$ cat src/shared/fbc_params.svh
// timing constants and bus widths for the flash bus host controller
`ifndef FBC_PARAMS_SVH
`define FBC_PARAMS_SVH
`define FBC_CLK_PERIOD_NS 50
`define FBC_SELECT_ACCESS_NS 90
`define FBC_SELECT_ACCESS_CYC ((`FBC_SELECT_ACCESS_NS + `FBC_CLK_PERIOD_NS - 1) / `FBC_CLK_PERIOD_NS)
`define FBC_WRITE_PULSE_NS 50
`define FBC_WRITE_PULSE_CYC ((`FBC_WRITE_PULSE_NS + `FBC_CLK_PERIOD_NS - 1) / `FBC_CLK_PERIOD_NS)
`define FBC_CLEAR_PULSE_MIN_NS 500
`define FBC_CLEAR_PULSE_MIN_CYC ((`FBC_CLEAR_PULSE_MIN_NS + `FBC_CLK_PERIOD_NS - 1) / `FBC_CLK_PERIOD_NS)
`define FBC_CLEAR_RECOVER_NS 50
`define FBC_CLEAR_RECOVER_CYC ((`FBC_CLEAR_RECOVER_NS + `FBC_CLK_PERIOD_NS - 1) / `FBC_CLK_PERIOD_NS)
`define FBC_ADDR_W 18
`define FBC_DATA_W 8
`endif

$ cat src/shared/fbc_pkg.sv
// types for the flash bus host controller
package fbc_pkg;
  typedef enum logic [1:0]
  {
    FBC_OP_READ = 2'h0,
    FBC_OP_WRITE = 2'h1,
    FBC_OP_CLEAR = 2'h2
  } fbc_op_t;

  typedef struct packed
  {
    fbc_op_t op;
    logic [17:0] addr;
    logic [7:0] wdata;
  } fbc_req_t;

  typedef struct packed
  {
    logic sel_n;
    logic gate_n;
    logic wstb_n;
    logic clr_n;
  } fbc_ctl_t;

  typedef enum logic [5:0]
  {
    FBC_ST_IDLE = 6'h01,
    FBC_ST_READ = 6'h02,
    FBC_ST_WRITE = 6'h04,
    FBC_ST_WREC = 6'h08,
    FBC_ST_CLEAR = 6'h10,
    FBC_ST_CREC = 6'h20
  } fbc_state_t;
endpackage

$ cat src/hdl/fbc_host.sv
// host controller driving the parallel flash bus pins
`timescale 1ns/1ns
`include "fbc_params.svh"

module fbc_host
#(
  parameter int ACCESS_CYC = `FBC_SELECT_ACCESS_CYC,
  parameter bit HAS_CLEAR = 1'b1
)
(
  input wire logic REF_CLK,
  input wire logic RST,
  input wire logic REQ_VALID,
  input wire fbc_pkg::fbc_req_t REQ,
  output logic REQ_READY,
  output logic RSP_VALID,
  output logic [`FBC_DATA_W-1:0] RSP_DATA,
  output logic ABORTED,
  output fbc_pkg::fbc_ctl_t CTL,
  output logic [`FBC_ADDR_W-1:0] ADDR_BUS,
  output logic [`FBC_DATA_W-1:0] DATA_BUS_O,
  output logic DATA_BUS_OE_N,
  input wire logic [`FBC_DATA_W-1:0] DATA_BUS_I
);
  localparam int CNT_W = 8;

  fbc_pkg::fbc_state_t state_reg;
  logic [CNT_W-1:0] cnt_reg;
  logic [`FBC_DATA_W-1:0] din_meta_reg;
  logic [`FBC_DATA_W-1:0] din_sync_reg;
  logic busy_reg;
  logic write_take;
  logic clear_done;

  // =====================================================
  // data input synchroniser
  // =====================================================
  // the device answers without a clock, so two stages before any use
  always_ff @(posedge REF_CLK or posedge RST)
  begin
    if (RST)
    begin
      din_meta_reg <= 8'h00;
      din_sync_reg <= 8'h00;
    end
    else
    begin
      din_meta_reg <= DATA_BUS_I;
      din_sync_reg <= din_meta_reg;
    end
  end

  // =====================================================
  // abort tracking
  // =====================================================
  // a write may leave the device programming or erasing; a deselect lets it
  // run on, only a clear cuts it short, so that is when the requester hears of it
  assign write_take = (state_reg == fbc_pkg::FBC_ST_IDLE) && REQ_VALID && REQ_READY
    && (REQ.op == fbc_pkg::FBC_OP_WRITE);
  assign clear_done = (state_reg == fbc_pkg::FBC_ST_CREC)
    && (cnt_reg >= CNT_W'(`FBC_CLEAR_RECOVER_CYC - 1));

  always_ff @(posedge REF_CLK or posedge RST)
  begin
    if (RST)
    begin
      busy_reg <= 1'b0;
      ABORTED <= 1'b0;
    end
    else
    begin
      ABORTED <= clear_done && busy_reg;
      // a new write outranks the end of a clear, though serial requests keep them apart
      if (write_take)
        busy_reg <= 1'b1;
      else if (clear_done)
        busy_reg <= 1'b0;
    end
  end

  // =====================================================
  // sequencer
  // =====================================================
  // one request at a time; every pin changes on the clock edge only
  always_ff @(posedge REF_CLK or posedge RST)
  begin
    if (RST)
    begin
      state_reg <= fbc_pkg::FBC_ST_IDLE;
      cnt_reg <= 8'h00;
      RSP_VALID <= 1'b0;
      RSP_DATA <= 8'h00;
      REQ_READY <= 1'b0;
      CTL <= 4'hF;
      ADDR_BUS <= 18'h00000;
      DATA_BUS_O <= 8'h00;
      DATA_BUS_OE_N <= 1'b1;
    end
    else
    begin
      RSP_VALID <= 1'b0;
      case (state_reg)
        fbc_pkg::FBC_ST_IDLE:
        begin
          REQ_READY <= 1'b1;
          CTL <= 4'hF; // idle is standby
          DATA_BUS_OE_N <= 1'b1;
          if (REQ_VALID && REQ_READY)
          begin
            REQ_READY <= 1'b0;
            ADDR_BUS <= REQ.addr;
            DATA_BUS_O <= REQ.wdata;
            cnt_reg <= 8'h00;
            if (REQ.op == fbc_pkg::FBC_OP_WRITE)
            begin
              // command and erase sequences go out as writes
              CTL <= {1'b0, 1'b1, 1'b0, 1'b1};
              DATA_BUS_OE_N <= 1'b0;
              state_reg <= fbc_pkg::FBC_ST_WRITE;
            end
            else if (REQ.op == fbc_pkg::FBC_OP_CLEAR && HAS_CLEAR)
            begin
              CTL <= {1'b1, 1'b1, 1'b1, 1'b0};
              state_reg <= fbc_pkg::FBC_ST_CLEAR;
            end
            else if (REQ.op == fbc_pkg::FBC_OP_CLEAR)
            begin
              // no clear pin on this variant: answer at once
              RSP_VALID <= 1'b1;
              RSP_DATA <= 8'h00;
              state_reg <= fbc_pkg::FBC_ST_IDLE;
            end
            else
            begin
              // array, identification and status all read alike
              CTL <= {1'b0, 1'b0, 1'b1, 1'b1};
              state_reg <= fbc_pkg::FBC_ST_READ;
            end
          end
        end
        fbc_pkg::FBC_ST_READ:
        begin
          // two extra cycles cover the input synchroniser
          if (cnt_reg >= CNT_W'(ACCESS_CYC + 2))
          begin
            RSP_VALID <= 1'b1;
            RSP_DATA <= din_sync_reg;
            CTL <= 4'hF;
            state_reg <= fbc_pkg::FBC_ST_IDLE;
          end
          else
            cnt_reg <= cnt_reg + 8'h01;
        end
        fbc_pkg::FBC_ST_WRITE:
        begin
          if (cnt_reg >= CNT_W'(`FBC_WRITE_PULSE_CYC - 1))
          begin
            CTL <= 4'hF; // strobe rises while data still driven
            cnt_reg <= 8'h00;
            state_reg <= fbc_pkg::FBC_ST_WREC;
          end
          else
            cnt_reg <= cnt_reg + 8'h01;
        end
        fbc_pkg::FBC_ST_WREC:
        begin
          DATA_BUS_OE_N <= 1'b1;
          RSP_VALID <= 1'b1;
          RSP_DATA <= 8'h00;
          state_reg <= fbc_pkg::FBC_ST_IDLE;
        end
        fbc_pkg::FBC_ST_CLEAR:
        begin
          if (cnt_reg >= CNT_W'(`FBC_CLEAR_PULSE_MIN_CYC - 1))
          begin
            CTL <= 4'hF; // device back in array read
            cnt_reg <= 8'h00;
            state_reg <= fbc_pkg::FBC_ST_CREC;
          end
          else
            cnt_reg <= cnt_reg + 8'h01;
        end
        fbc_pkg::FBC_ST_CREC:
        begin
          if (cnt_reg >= CNT_W'(`FBC_CLEAR_RECOVER_CYC - 1))
          begin
            // abort flag rises with this response when a write went out since the last clear
            RSP_VALID <= 1'b1;
            RSP_DATA <= 8'h00;
            state_reg <= fbc_pkg::FBC_ST_IDLE;
          end
          else
            cnt_reg <= cnt_reg + 8'h01;
        end
        default:
        begin
          state_reg <= fbc_pkg::FBC_ST_IDLE;
          CTL <= 4'hF;
          DATA_BUS_OE_N <= 1'b1;
        end
      endcase
    end
  end
endmodule

$ cat config.mk
export PLATFORM = sky130hd
export DESIGN_NAME = fbc_host
export DESIGN_NICKNAME = d
export VERILOG_FILES = /design/src/shared/fbc_pkg.sv /design/src/hdl/fbc_host.sv
export VERILOG_INCLUDE_DIRS = /design/src /design/src/shared
export SDC_FILE = /design/constraint.sdc
export NUM_CORES = 1
export LEC_CHECK = 0
export BUFFER_PORTS_ARGS = -buffer_cell sky130_fd_sc_hd__buf_2
export CAP_MARGIN = 30
export CORE_MARGIN = 10
export CORE_UTILIZATION = 48
export CTS_BUF_LIST = sky130_fd_sc_hd__clkbuf_4 sky130_fd_sc_hd__clkbuf_8
export DETAILED_ROUTE_END_ITERATION = 10
export PLACE_DENSITY = 0.76
export RECOVER_POWER = 100
export SYNTH_ARGS = -nofsm -noshare
export SYNTH_HDL_FRONTEND = slang
export SYNTH_SLANG_ARGS = --single-unit
export TNS_END_PERCENT = 10
$ cat constraint.sdc
create_clock -name REF_CLK -period 2.4 [get_ports REF_CLK]
set_clock_uncertainty 0.15 [all_clocks]
set_input_delay 0.36 -clock REF_CLK [delete_from_list [all_inputs] [get_ports REF_CLK]]
set_output_delay 0.36 -clock REF_CLK [all_outputs]
set_load 0.02 [all_outputs]
==> qor.yml, run 1 <==
drt:
  wl_per_cell_um: 16.4
  vias_per_cell: 5.04
  vias: 1890
  drc_errors: 0
  antenna_left: 0
  dr.pass1.iters: 4
  drtIter0Drc: 64
  wl_um: 6140
flow_run:
  maxCapViolCount: 0
timing:
  period_minus_slack_ns: 2.31
  slew_viol_final: 0
  whs_ns: 0.101
  fin_ws_ns: 0.0860
  period_share_pct: 96.4
  setup_viol: 0
  fin_setup_tns_ns: 0
  slew_headroom_pct: 20.7
  rsz0062_at_grt: "false"
  worstMarginPinSlew_ns: 1.19
  hold_viol: 0
  max_freq_mhz: 432
floorplanning:
  die_h_um: 97.1
  ios: 81
  core-area_sq_mm: 0.00585
  start_util_pct: 48.8
  die-area_sq_mm: 0.00944
  fp-row-count: 28
  dieWidth_um: 97.1
global_route:
  first_global_vias: 2105
  grt_start_max_net_pins: 45
  antenna_found_initial: 0
  grt_pass1_wl_um: 10400
  gr-usage-all-layers_pct: 13.2
  overflow: 0
clock_tree:
  post_cts_buffers: 0
  root_buffer: "clkbuf_8"
  ctsHtreeMaxLevel: 3
  path_clk_slew_ns: 0.08
  clk_path_buf_depth: 2
  cts.sinks: 73
  cts_tree: "yes"
  cts_buffers: 9
  insertion_delay_ns: 0.33
placed_design:
  dpl.hpwl_um: 4460
  dp_cells: 350
  place_ws_ns: 0.117
  gp_congestion: 0.845
  io_buffers: 80
cells_and_area:
  final_cells: 375
  area_growth_pct: 26.8
  n_antenna_cell: 0
  nets: 340
  largest-register: "ADDR_BUS"
  layout-drive-gt1-share_pct: 40.3
  largest_reg_flops: 18
power_and_ir_drop:
  p_leak_nw: 1.64
  vdd_drop_max_mv: 0.759
  p_per_area_mw_per_mm2: 1090
  finalPower_w: 0.00395
synthesis:
  async_flop_share_pct: 100
  synth_top_cell_by_area: "dfrtp_1"
  yosysWarnings: 0
  avgSynthCellArea_sq_um: 14.9
  synth_enable_flop_cells: 0
  synth.top_cell.area_share_pct: 58.7
  synth_nets: 237
  ys_ff_latch: 73
  syn_inst: 192
  syn_area_sq_mm: 0.00286
  synthTopCellsByArea: "dfrtp_1, mux2_2, dfstp_2, a22o_2, ha_1"
  synth_seq_area_share_pct: 64.2
  synth_cell_types: 49
  synth_ff_type: "dfrtp_1"
setup_path:
  crit_type: "reg -> reg"
  required_ns: 2.52
  worstSetupStartpointType: "flip-flop"
  end_kind: "flip-flop"
  crit_fanout: 6
  worstPathArrival_ns: 2.44
run_status:
  status: "completed"
min_path:
  min-delay-path-class: "in -> reg"
[placed cells by master, fill, tap and decap left out, types with 2 or more instances in the layout]
cell type / synthesis / final
a211oi_4: 2 / 2
a21oi_1: 3 / 3
a22o_2: 8 / 8
a31oi_1: 2 / 2
and2_1: 4 / 2
buf_2: 3 / 38
buf_4: 1 / 6
clkbuf_1: 1 / 42
clkbuf_8: 0 / 10
clkinv_4: 0 / 4
dfrtp_1: 67 / 67
dfstp_2: 6 / 6
dlygate4sd3_1: 0 / 9
ha_1: 6 / 6
inv_1: 9 / 9
mux2_2: 26 / 26
nand2_1: 2 / 2
nand3_1: 2 / 2
nor2_1: 5 / 5
nor3_1: 4 / 3
nor4_1: 4 / 3
o21ai_0: 5 / 5
or2_2: 2 / 2
or4_1: 1 / 2
[power breakdown]
group	switching [W]	total (W)	internal [W]
registers	0.000180	0.00172	0.00154
clock network	0.000481	0.000895	0.000414
logic	0.000802	0.00134	0.000535
total	0.00146	0.00395	0.00249
[routing by layer]
metal | wire, um | global-route usage, % | vias to the layer above
met2 | 3040 | 21.9 | 56
met4 | 58 | 4.09 | 0
li1 | - | - | 892
met3 | 382 | 5.62 | 6
met1 | 2650 | 15.1 | 936
met5 | 0 | 0 | -
[synth_stat cells, types with 2 or more instances]
cell	number
dfrtp_1	67
mux2_2	26
inv_1	9
a22o_2	8
dfstp_2	6
ha_1	6
nor2_1	5
o21ai_0	5
and2_1	4
nor3_1	4
nor4_1	4
a21oi_1	3
buf_2	3
a211oi_4	2
a2bb2oi_2	2
a31oi_1	2
nand2_1	2
nand3_1	2
or2_2	2
[repair_timing]
action | in CTS | in global routing
setup endpoints to repair | 0 | 11
resized for setup | 0 | 4
endpoints found under the hold margin | 31 | 0
hold buffers | 9 | 0
[worst max-delay path, cell delays in order (launching register included)]
cell and delay (ns):
dfrtp_1 0.41, inv_1 0.11, ha_1 0.15, or3b_2 0.48, a2111oi_4 0.39, o21bai_4 0.24, a21oi_4 0.11, o22a_2 0.21
[final cells by class]
cell class,instances,area (sq um)
clock inverter,6,51.3
multi-input combinational,103,951
fill,462,2230
timing repair buffer,98,515
tap,75,93.8
clock buffer,10,138
inverter,10,37.5
sequential,73,1830
[through the flow]
| step | util [%] | instance area (sq um) |
|---|---|---|
| global route | 61.9 | 3620 |
| floorplan | - | 2860 |
| finish | 61.9 | 3620 |
| detailed placement | 58.2 | 3410 |
| CTS | 63.0 | 3680 |
| global placement | 58.2 | 3410 |
[cell families (layout without fill, tap and decap cells)]
family          Yosys count  in the layout  share of synthesized area (%)
mux                      27             27                           10.6
xor+xnor                  2              2                          0.613
fa+ha+maj                 6              6                           2.63
simple gates             36             36                           8.02
compound gates           32             32                           11.3
flops                    73             73                           64.2
buf+inv                  16            124                           2.63
[worst paths after layout]
| kind | from | end | slack, ns | cells after the start |
|---|---|---|---|---|
| setup / recovery | cnt_reg[1] | CTL[3] | 0.09 | 7 |
| setup reg to reg | cnt_reg[1] | CTL[3] | 0.09 | 7 |
| hold reg to reg | din_meta_reg[0] | din_sync_reg[0] | 0.20 | 0 |
| min in group asynchronous | RST | ADDR_BUS[13] | 0.74 | 3 |
| hold / removal | REQ[16] | ADDR_BUS[8] | 0.10 | 2 |
| max in group asynchronous | RST | RSP_DATA[4] | 0.55 | 4 |
(Power assumes the default switching activity.)
==> inputs of run 2 (changes only) <==
PLACE_DENSITY = 0.77   (was 0.76)
==> run 2 against run 1 <==
Net effect: global-route usage is 0.35 points higher; cell area increased by 1.2%; via count down 1.3%; critical path type unchanged.
==> qor.yml, run 2 (synthesis results as in run 1) <==
run_status:
  status: "completed"
timing:
  period_share_pct: 95.9
  max_freq_mhz: 434
  worstMarginPinSlew_ns: 0.748
  period_minus_slack_ns: 2.30
  setup_viol: 0
  slew_headroom_pct: 50.1
  fin_setup_tns_ns: 0
  fin_ws_ns: 0.0977
  rsz0062_at_grt: "false"
  slew_viol_final: 0
  hold_viol: 0
cells_and_area:
  area_growth_pct: 28.3
  largest_reg_flops: 18
  largest-register: "ADDR_BUS"
  n_antenna_cell: 0
  layout-drive-gt1-share_pct: 39.7
  nets: 341
  final_cell_mix: "dfrtp_1, clkbuf_1, buf_2, mux2_2, clkbuf_8"
  layout.cells.most_common: "dfrtp_1"
  post-route-util_pct: 62.6
power_and_ir_drop:
  vdd_drop_max_mv: 0.847
  p_comb_share_pct: 32.0
  p_per_area_mw_per_mm2: 1150
  pwr-share-clk_pct: 27.4
  switchingPower_w: 0.00144
  p_int_w: 0.00279
  p_sw_share_pct: 33.9
  p_leak_nw: 1.67
  seqPwrFrac_pct: 40.7
drt:
  wl_um: 6250
  vias_per_cell: 4.97
  antenna_left: 0
  wl_per_cell_um: 16.7
  vias: 1865
  drtIter0Drc: 71
  drc_errors: 0
  dr.pass1.iters: 4
clock_tree:
  cts.sinks: 73
  path_clk_slew_ns: 0.08
  cts_tree: "yes"
  root_buffer: "clkbuf_8"
  cts_buffers: 9
  clk_path_buf_depth: 2
  ctsHtreeMaxLevel: 3
  insertion_delay_ns: 0.35
global_route:
  grt_start_max_net_pins: 56
  grt_pass1_wl_um: 10300
  antenna_found_initial: 0
  overflow: 0
  gr-usage-all-layers_pct: 13.6
  first_global_vias: 2059
placed_design:
  place_ws_ns: 0.108
  gp_congestion: 0.811
  dpl.hpwl_um: 4480
  io_buffers: 80
setup_path:
  worstSetupStartpointType: "flip-flop"
  crit_fanout: 9
  crit_slowest_cell: "or4_1"
  path_buf_inv: 1
  end_kind: "flip-flop"
  slowest_delay_ns: 0.70
  cp_top_family: "simple AND/OR/NAND/NOR gates"
  worstPathArrival_ns: 2.39
  path_cells: "or4_1 > a211oi_4 > buf_4 > nor2_2 > a22o_2"
  required_ns: 2.48
  crit_type: "reg -> reg"
floorplanning:
  die_h_um: 97.1
  core-area_sq_mm: 0.00585
  fp-row-count: 28
  dieWidth_um: 97.1
  start_util_pct: 48.8
  ios: 81
  die-area_sq_mm: 0.00944
flow_run:
  maxCapViolCount: 0
min_path:
  min-delay-path-class: "in -> reg"
[run 2: timing repair]
item / CTS / global route
endpoints found under the setup margin: 0 / 6
gates resized for setup: 0 / 3
buffers inserted: 0 / 1
hold buffers: 9 / 0
hold endpoints to repair: 26 / 0
[run 2: power groups by stage]
stage / registers [W] / clock network, W / logic (W)
floorplan: 0.00202 / 0 / 0.000661
global placement: 0.00171 / 0 / 0.00142
detailed placement: 0.00173 / 0 / 0.00145
CTS: 0.00171 / 0.00118 / 0.00147
global route: 0.00176 / 0.00124 / 0.00146
finish: 0.00172 / 0.00116 / 0.00135
[run 2: routing by layer]
| layer | vias up | wire (um) | global-route usage (%) |
|---|---|---|---|
| met4 | 0 | 89 | 5.11 |
| li1 | 890 | - | - |
| met1 | 906 | 2690 | 14.8 |
| met3 | 9 | 528 | 8.11 |
| met5 | - | 0 | 0 |
| met2 | 60 | 2950 | 21.1 |
[run 2: final cells by class]
cell class | instances | area (sq um)
clock buffer | 10 | 138
multi-input combinational | 103 | 938
inverter | 10 | 37.5
tap | 75 | 93.8
timing repair buffer | 99 | 519
clock inverter | 5 | 104
sequential | 73 | 1830
fill | 468 | 2190
[run 2: stage by stage]
step | power, W | hold slack [ns] | cells | instance area (sq um)
finish | 0.00423 | 0.0882 | 375 | 3660
floorplan | 0.00268 | 0.181 | 192 | 2860
global placement | 0.00313 | 0.182 | 350 | 3410
global route | 0.00446 | 0.0616 | 375 | 3660
detailed placement | 0.00318 | 0.186 | 350 | 3410
CTS | 0.00436 | 0.0753 | 374 | 3740
[run 2: worst paths after layout]
| check | startpoint | to | slack [ns] | depth (start not counted) |
|---|---|---|---|---|
| worst min-delay path | REQ[14] | ADDR_BUS[6] | 0.09 | 2 |
| worst max register to register | state_reg[5] | RSP_DATA[3] | 0.1 | 5 |
| worst min register to register | din_meta_reg[1] | din_sync_reg[1] | 0.20 | 0 |
| min in group asynchronous | RST | ADDR_BUS[13] | 0.52 | 3 |
| worst max-delay path | state_reg[5] | RSP_DATA[3] | 0.1 | 5 |
| max in group asynchronous | RST | busy_reg | 0.32 | 4 |
